## src/verilog/imd_pkg.sv

```systemverilog
// Package for the unsigned integer multiply/divide unit
package imd_pkg;
  // Cycles from the start write to the result load
  localparam int unsigned OP_CYCLES = 10;
  localparam logic [3:0] OP_CYCLES_M1 = 4'(OP_CYCLES - 1);
  // Calculation mode encodings
  localparam logic MODE_MUL = 1'b0;
  localparam logic MODE_DIV = 1'b1;
  // Reset values
  localparam logic [7:0] BYTE_RST = 8'h00;
  localparam logic [3:0] CNT_RST = 4'h0;

  typedef enum logic {IMD_IDLE, IMD_RUN} imd_state_e;

  // Write strobes from the CPU side, one byte of data
  typedef struct packed {
    logic src_we;
    logic dlo_we;
    logic dhi_we;
    logic mode_we;
    logic [7:0] data;
  } imd_wr_s;

  // Result flags
  typedef struct packed {
    logic negative_flag;
    logic overflow_flag;
    logic zero_flag;
  } imd_flags_s;
endpackage

```

## src/verilog/imd_unit.sv

```systemverilog
// Unsigned 8x8 multiply and 16/8 divide unit with result flags
// Behaviour
// - Unsigned unit: 8x8 product or 16/8 quotient and remainder, three flags.
// - Multiply: multiplier in source, multiplicand in low byte, mode 0 starts.
// - Ten cycles after start, product loads high and low destination bytes.
// - Flags update in the same cycle the result is loaded.
// - Multiply: negative flag is high destination byte MSB.
// - Multiply: overflow flag always cleared.
// - Multiply: zero flag set only when whole 16-bit product is zero.
// - Divide: divisor in source, dividend in both bytes, mode 1 starts.
// - Ten cycles after start, quotient to low byte, remainder to high byte.
// - Quotient wider than 8 bits leaves both destination bytes unchanged.
// - Divide: negative flag is low quotient byte MSB (kept low byte MSB for a zero divisor).
// - Divide: overflow set when quotient exceeds 8 bits or the divisor is zero, else cleared.
// - Divide: zero flag set only when low quotient byte is zero (kept low byte for a zero divisor).
// - Dividend high byte is whatever the high destination register holds.
// - Source register keeps its value until software writes it again.
// - Multiply ignores the high destination byte.
// - Mode readback is one while running, zero when stopped.
`timescale 1ns/1ps
module imd_unit (
  // Clock and reset
  input wire logic clk_i,
  input wire logic reset_i,
  // CPU write port
  input wire imd_pkg::imd_wr_s wr_i,
  // Register contents
  output logic [7:0] source_operand_o,
  output logic [7:0] dest_low_byte_o,
  output logic [7:0] dest_high_byte_o,
  // Status
  output imd_pkg::imd_flags_s flags_o,
  output logic calc_mode_start_o
);

  // Start write taken at edge 0, busy from then on
  // Result, flags and busy drop land ten edges later
  // Two clocks per bus cycle, hence the five bus cycle wait

  // Sequencer state and operands captured at the start write
  imd_pkg::imd_state_e state_ff, nxt_state;
  logic [3:0] cnt_ff, nxt_cnt;
  logic mode_ff, nxt_mode;
  logic [7:0] src_ff, nxt_src;
  logic [7:0] dlo_ff, nxt_dlo;
  logic [7:0] dhi_ff, nxt_dhi;
  logic [7:0] op_src_ff, nxt_op_src;
  logic [15:0] op_dst_ff, nxt_op_dst;
  imd_pkg::imd_flags_s flags_ff, nxt_flags;
  logic busy_ff, nxt_busy;

  // Combinational results of the captured operands
  logic [15:0] product;
  logic [15:0] quotient;
  logic [7:0] remainder;
  logic div_ovf;
  logic [7:0] div_flag_byte; // Byte the divide flags look at
  logic done;

  // Arithmetic on operands captured at the start write
  always_comb
  begin
    // Both factors widened first so no product bit is lost
    product = {8'h00, op_dst_ff[7:0]} * {8'h00, op_src_ff};
    // Quotient too wide exactly when the high byte reaches the divisor
    div_ovf = (op_src_ff == imd_pkg::BYTE_RST) || (op_dst_ff[15:8] >= op_src_ff);
    if (op_src_ff == imd_pkg::BYTE_RST)
    begin
      // Zero divisor: no quotient, flags follow the kept low byte
      quotient = 16'h0000;
      remainder = imd_pkg::BYTE_RST;
      div_flag_byte = op_dst_ff[7:0];
    end
    else
    begin
      quotient = op_dst_ff / {8'h00, op_src_ff};
      remainder = 8'(op_dst_ff % {8'h00, op_src_ff});
      // Flags see the low quotient byte even when it is not loaded
      div_flag_byte = quotient[7:0];
    end
  end

  // Last run cycle: counter at its final count
  // Start edge counts as cycle 0, so the load is ten edges on
  assign done = (state_ff == imd_pkg::IMD_RUN) && (cnt_ff == imd_pkg::OP_CYCLES_M1);

  // Sequencer and operand capture
  always_comb
  begin
    nxt_state = state_ff;
    nxt_cnt = cnt_ff;
    nxt_mode = mode_ff;
    nxt_op_src = op_src_ff;
    nxt_op_dst = op_dst_ff;
    case (state_ff)
      imd_pkg::IMD_IDLE:
      begin
        // Start only from idle; a start write while running is dropped
        if (wr_i.mode_we)
        begin
          nxt_state = imd_pkg::IMD_RUN;
          nxt_cnt = imd_pkg::CNT_RST;
          nxt_mode = wr_i.data[0];
          // Operands frozen here; later byte writes feed the next run
          nxt_op_src = src_ff;
          nxt_op_dst = {dhi_ff, dlo_ff};
        end
      end
      imd_pkg::IMD_RUN:
      begin
        nxt_cnt = 4'(cnt_ff + 4'h1);
        if (done)
        begin
          nxt_state = imd_pkg::IMD_IDLE;
        end
      end
      default:
      begin
        nxt_state = imd_pkg::IMD_IDLE;
      end
    endcase
    // Busy follows the next state so its flop tracks the run exactly
    nxt_busy = (nxt_state == imd_pkg::IMD_RUN);
  end

  // Register file, result load and flags
  always_comb
  begin
    nxt_src = src_ff;
    nxt_dlo = dlo_ff;
    nxt_dhi = dhi_ff;
    nxt_flags = flags_ff;
    // CPU byte writes land whenever strobed, even while running
    if (wr_i.src_we)
    begin
      nxt_src = wr_i.data;
    end
    if (wr_i.dlo_we)
    begin
      nxt_dlo = wr_i.data;
    end
    if (wr_i.dhi_we)
    begin
      nxt_dhi = wr_i.data;
    end
    // Result load wins over a CPU write in the same cycle
    // A destination byte written in the load cycle is lost; software waits first
    if (done && (mode_ff == imd_pkg::MODE_MUL))
    begin
      nxt_dhi = product[15:8];
      nxt_dlo = product[7:0];
      nxt_flags.negative_flag = product[15];
      nxt_flags.overflow_flag = 1'b0;
      nxt_flags.zero_flag = (product == 16'h0000);
    end
    else if (done)
    begin
      // Overflow puts the captured dividend back in place
      if (!div_ovf)
      begin
        nxt_dlo = quotient[7:0];
        nxt_dhi = remainder;
      end
      else
      begin
        nxt_dlo = op_dst_ff[7:0];
        nxt_dhi = op_dst_ff[15:8];
      end
      nxt_flags.negative_flag = div_flag_byte[7];
      nxt_flags.overflow_flag = div_ovf;
      nxt_flags.zero_flag = (div_flag_byte == imd_pkg::BYTE_RST);
    end
  end

  // Sequencer registers
  // Known reset values instead of undefined power-up contents
  always_ff @(posedge clk_i)
  begin
    if (reset_i)
    begin
      state_ff <= imd_pkg::IMD_IDLE;
      cnt_ff <= imd_pkg::CNT_RST;
      mode_ff <= imd_pkg::MODE_MUL;
      op_src_ff <= imd_pkg::BYTE_RST;
      op_dst_ff <= 16'h0000;
      busy_ff <= 1'b0;
    end
    else
    begin
      state_ff <= nxt_state;
      cnt_ff <= nxt_cnt;
      mode_ff <= nxt_mode;
      op_src_ff <= nxt_op_src;
      op_dst_ff <= nxt_op_dst;
      busy_ff <= nxt_busy;
    end
  end

  // Register file and flag registers
  always_ff @(posedge clk_i)
  begin
    if (reset_i)
    begin
      src_ff <= imd_pkg::BYTE_RST;
      dlo_ff <= imd_pkg::BYTE_RST;
      dhi_ff <= imd_pkg::BYTE_RST;
      flags_ff <= '0;
    end
    else
    begin
      src_ff <= nxt_src;
      dlo_ff <= nxt_dlo;
      dhi_ff <= nxt_dhi;
      flags_ff <= nxt_flags;
    end
  end

  // Outputs straight from flops
  // No logic after the flops, so the CPU reads settled values
  assign source_operand_o = src_ff;
  assign dest_low_byte_o = dlo_ff;
  assign dest_high_byte_o = dhi_ff;
  assign flags_o = flags_ff;
  assign calc_mode_start_o = busy_ff;

endmodule

```

## config.mk

```make
export PLATFORM = sky130hd
export DESIGN_NAME = imd_unit
export DESIGN_NICKNAME = d
export VERILOG_FILES = /design/src/verilog/imd_pkg.sv /design/src/verilog/imd_unit.sv
export SDC_FILE = /design/constraint.sdc
export NUM_CORES = 1
export LEC_CHECK = 0
export BUFFER_PORTS_ARGS = -buffer_cell sky130_fd_sc_hd__buf_2
export CAP_MARGIN = 20
export CORE_ASPECT_RATIO = 0.6
export CORE_MARGIN = 1.5
export CORE_UTILIZATION = 55
export CTS_CLUSTER_SIZE = 8
export DETAILED_ROUTE_END_ITERATION = 10
export PLACE_DENSITY = 0.68
export SYNTH_ARGS = -nofsm -noshare
export SYNTH_HDL_FRONTEND = slang
export SYNTH_SLANG_ARGS = --single-unit
```

## constraint.sdc

```tcl
create_clock -name clk_i -period 69.1 [get_ports clk_i]
set_input_delay 6.91 -clock clk_i [delete_from_list [all_inputs] [get_ports clk_i]]
set_output_delay 6.91 -clock clk_i [all_outputs]
set_load 0.005 [all_outputs]
```

Word level (Yosys, flattened, before mapping)
Cells that the tools add are included.

word-level totals
  logic and storage cells = 49
  register bits after elaboration = 57
  input bits = 14

cells by class
  equality and inequality tests = 2
  div/mod/pow operators = 2
  reductions and logical operators = 11
  mux-type cells = 18
  $mul = 1
  add/sub/neg operators = 1
  $lt $le $gt $ge = 1
  bitwise operators = 2

operators with widths
  kind                                                           count
  8-bit 2-to-1 mux                                               11
  16-bit by 8-bit divider with 16-bit output                     1
  16-bit logical NOT                                             1
  8-bit logical NOT                                              2
  16-bit by 8-bit remainder unit with 16-bit output              1
  8-bit by 8-bit multiplier with 16-bit output                   1
  8-bit greater-or-equal comparator                              1
  4-bit case mux with 2 select lines                             1
  3-bit 2-to-1 mux                                               2
  3-bit nonzero test                                             2
  4-bit by 1-bit adder with 4-bit output, second input constant  1
  4-bit == test, second input constant                           1
  4-bit 2-to-1 mux                                               1
  1-bit logical AND                                              2
  1-bit 2-to-1 mux                                               2
  2-bit inequality test, second input constant                   1
  1-bit inverter                                                 2
  1-bit case mux with 2 select lines                             1
  2-bit AND reduction                                            1
  2-bit nonzero test                                             1
  2-bit OR reduction                                             1
  1-bit logical OR                                               1

Longest topological paths before layout
  depth in word-level cells = 5
  gate-level depth with buffers = 158

Worst setup path before layout
Ideal clock, no wire load.

  path kind = reg-to-reg
  start = register op_src_ff[0]
  end = register flags_ff, in the netlist flags_o[0]
  clock period less this slack = 30,310 ps
  stages on the path, launching flop included = 148
  data arrival time = 30,239 ps
  path slack = 38,790 ps
  path through = dfxtp_1 clkbuf_1 inv_1 ha_1 a21oi_1 ha_1 or4b_2 o311a_1 o211a_1 ha_1 o211ai_1 a211o_1 a21oi_1 a21oi_1 ha_1 a21o_1 o21ai_0 a211oi_1 (+112 left out) o21a_1 buf_2 nor4_1 nor2_1 ha_1 nor2b_1 o21ai_0 nand2b_1 a21o_1 a21o_1 o21ai_0 nand2b_1 a21oi_1 o211ai_1 nor3_1 o31ai_1 or4_1 a21oi_1

between the ends
  word-level cells in the longest chain between the ends = 5
  elaborated cells on any way between the ends = 8

RTL lines
  item                                                                             RTL line                        text
  from (decl)                                                                      imd_unit.sv:47                  logic [7:0] op_src_ff, nxt_op_src;
  from (signal assigned)                                                           imd_unit.sv:184                 op_src_ff <= imd_pkg::BYTE_RST;
  from (signal assigned)                                                           imd_unit.sv:193                 op_src_ff <= nxt_op_src;
  16-bit by 8-bit divider with 16-bit output or 8-bit logical NOT (tied branches)  imd_unit.sv:76, imd_unit.sv:67
  8-bit 2-to-1 mux                                                                 imd_unit.sv:67                  if (op_src_ff == imd_pkg::BYTE_RST)
  8-bit logical NOT                                                                imd_unit.sv:171                 nxt_flags.zero_flag = (div_flag_byte == imd_pkg::BYTE_RST);
  3-bit 2-to-1 mux                                                                 imd_unit.sv:156                 else if (done)
  3-bit 2-to-1 mux (*)                                                             imd_unit.sv:148                 if (done && (mode_ff == imd_pkg::MODE_MUL))
  to (signal assigned)                                                             imd_unit.sv:214                 flags_ff <= nxt_flags;
  to (decl)                                                                        imd_unit.sv:49                  imd_pkg::imd_flags_s flags_ff, nxt_flags;

Mark *: on every way between the ends. The rest lies on a longest branch, timed or not. The select of a mux whose other input is x is not followed.
A chain may end at the register's enable or synchronous reset.

Final worst setup path
  start = register op_src_ff[7]
  end = register flags_ff, in the netlist flags_o[0]

Same word-level chain as after synthesis.

==> summary.md <==
| Metric | Value |
|---|---|
| Max Cap Viol | 0 |
| Critical Path Max Stage Delay | 0.66 ns |
| Post-DRT Antenna Nets | 0 |
| Starting DRT DRC Count | 1186 |
| Vias | 10.6k |
| First-pass GRT wire length | 51300 um |
| Final setup vio count | 0 |
| Fraction of registers with async set/reset | 0% |
| Post-CTS setup buffer count | 0 |
| Worst-path maximum fanout | 18 |
| Row cnt | 39 |
| Largest net degree at the start of global routing | 61 |
| Synth top area cells | ha_1 18%, dfxtp_1 11%, fa_1 7.0% |
| Clock-pin slew on the worst setup and hold paths | 0.05 ns |
| Hold_buf cts | 0 |
| Count of TritonRoute iterations in the first routing pass | 5 |
| H-tree depth | 3 |
| Worst slew pin tran | 0.986 ns |
| Yosys top cell by area | ha_1 |
| Setup CP Type | reg2reg |
| Setup TNS | 0 ns |
| Min Tclk post-route | 34.98 ns |
| Vias/cell | 6.42 |
| Gpl congestion | 0.979 |
| # DRC | 0 |
| Crit-path slowest cell | nor2_1 |
| Ant. Diodes | 0 |
| Slew HR | 34.2% |
| Share of the synthesized area in the top cell type | 17.8% |
| Critical path arrival | 35.23 ns |
| Post-place setup slack | 34.46 ns |
| Hold/Removal Path Class | reg2reg |
| Hold Slack | 0.469 ns |
| Status | complete, no violations |
| TritonCTS clock tree | yes |
| Synth Area per Inst | 7.58 sq um |
| Port bufs | 41 |
| Synth-to-Final Area Change | 6.25% |
| Post-Syn Instances | 1393 |
| Seq cells post-synth | 57 |
| Seq/Total Area, Yosys | 10.8% |
| Final WL | 33100 um |
| Number of synthesized flops with an enable pin | 0 |
| Die area | 0.0201 sq mm |
| Detailed Place HPWL | 26000 um |
| Met3 global-route usage | 8.28% |
| Netlist cell types | 89 |
| Fraction of layout instances using a drive strength above 1 | 9.36% |
| Yosys warnings | 0 |
| Clk buf depth | 2 |
| Worst path most repeated cell | o21a_1 |
| Worst setup EP type | flip-flop |
| Cts repair resizes | 0 |
| Grt met1 use | 52.1% |
| Top Ports | 42 |
| Final Instance Area | 0.0112 sq mm |
| Die height | 110 um |
| Vias in the first global route | 9310 |
| Syn_nets | 1594 |
| Final worst setup slack | 34.12 ns |
| WL/cell | 20.1 um |
| Worst skew pair latency | 0.32 ns |
| Crit share post-route | 50.6% |
| Total GRT Usage | 32.9% |
| RSZ-0062 raised after global routing | false |
| TritonCTS Sinks | 57 |
| Final Hold Viols | 0 |
| Gr busiest metal | met1 |
| # fillers | 1725 |
| F_max | 28.6 MHz |
| Die Span X | 182 um |
| Layout Nets | 1596 |
| Met2 GRT Util | 43.1% |
| Total grt overflow | 0 |
| Post-route clock skew | 0.00332 ns |
| Total CTS buffers | 9 |
| Initial antenna violation count | 0 |
| CTS root buffer | clkbuf_16 |
| Core ar. | 0.0189 sq mm |
| Placed cell areas | 0.0109 sq mm |
| Critical Path RT | 69.35 ns |
| Crit start category | flip-flop |
| Mapped Area | 0.0106 sq mm |
| Final Slew Violations | 0 |
| Dominant synthesized flop cell | dfxtp_1 |
| Initial core utilization | 55.7% |
cells by family (layout without fill, tap and decap cells):
kind of cell / count (synthesis) / count (layout) / share of synthesized area (%)
adder cells (fa/ha/maj): 187 / 187 / 24.8
AND/OR/NAND/NOR: 517 / 517 / 23.8
flip-flops: 57 / 57 / 10.8
buffers and inverters: 152 / 159 / 5.76
AO/OA/AOI/OAI: 372 / 372 / 24.7
multiplexers: 65 / 65 / 6.60
XOR/XNOR: 43 / 43 / 3.57
state kept, by name, summed over array words and instances (netlist names):
| signal | cells |
|---|---|
| mode_ff | 1 |
| op_src_ff | 8 |
| flags_o | 3 |
| cnt_ff | 4 |
| source_operand_o | 8 |
| op_dst_ff | 16 |
| dest_high_byte_o | 8 |
| dest_low_byte_o | 8 |
| calc_mode_start_o | 1 |
final cells by class:
cell class	count	area [sq um]	area share, %
clock buffer	14	274	2.44
clock inverter	2	35.0	0.312
inverter	86	323	2.88
multi-input combinational	1184	8810	78.6
sequential	57	1140	10.2
tap	246	308	2.74
timing repair buffer	57	323	2.88
through the flow:
step                cells  utilization (%)
floorplan            1393                -
global placement     1628             57.5
detailed placement   1628             57.5
CTS                  1644             59.2
global route         1646             59.2
finish               1646             59.2
cells in the final DEF, fill, tap and decap left out, drive strengths merged, types with 5 or more instances in the layout:
| master | instances |
|---|---|
| nor4 | 14 |
| nand3 | 25 |
| a211oi | 30 |
| a21boi | 6 |
| xor2 | 16 |
| a31oi | 5 |
| nor3 | 68 |
| nand2 | 134 |
| ha | 150 |
| dfxtp | 57 |
| and3 | 10 |
| xnor2 | 27 |
| buf | 56 |
| a221oi | 11 |
| nand4 | 15 |
| o211a | 5 |
| or3 | 13 |
| o21a | 44 |
| o31ai | 17 |
| clkbuf | 15 |
| mux2 | 31 |
| inv | 86 |
| and2 | 22 |
| a21oi | 100 |
| o21ai | 54 |
| nand2b | 22 |
| nor2 | 145 |
| or4 | 8 |
| fa | 37 |
| nor2b | 17 |
| mux2i | 34 |
| a211o | 5 |
| o31a | 6 |
| o21bai | 5 |
| a21o | 25 |
| o211ai | 14 |
cells in the mapped netlist (all sizes together) (31+ instances only):
| cell | number |
|---|---|
| mux2i | 34 |
| o21a | 44 |
| clkbuf | 56 |
| a21oi | 100 |
| mux2 | 31 |
| nand2 | 134 |
| inv | 86 |
| dfxtp | 57 |
| ha | 150 |
| nor2 | 145 |
| fa | 37 |
| o21ai | 54 |
| nor3 | 68 |
per-layer routing:
metal | wire (um) | part of all wire, % | up-vias
met5 | 0 | 0 | -
met4 | 586 | 1.8 | 0
met3 | 3620 | 11 | 49
met2 | 11900 | 36 | 486
met1 | 16900 | 51 | 4943
li1 | - | - | 5085
critical path: cells and delay by family (launching register included):
kind / cells / cell delay (ns)
AOI/OAI and AO/OA: 82 / 18.60
buffers and inverters: 4 / 0.80
DFF: 1 / 0.57
adders and majority gates: 15 / 4.52
and+or+nand+nor: 33 / 8.73
muxes: 5 / 1.61
worst paths after layout:
| path | from | end | slack (ns) | depth (start not counted) |
|---|---|---|---|---|
| hold / removal | dest_low_byte_o[6] | op_dst_ff[6] | 0.47 | 2 |
| setup / recovery | op_src_ff[7] | flags_o[0] | 34.12 | 139 |
| hold reg to reg | dest_low_byte_o[6] | op_dst_ff[6] | 0.47 | 2 |
| setup reg to reg | op_src_ff[7] | flags_o[0] | 34.12 | 139 |
Power is left out: the tool's default activity adds up to more than one toggle a clock period on the data nets, which glitch-free logic cannot reach.
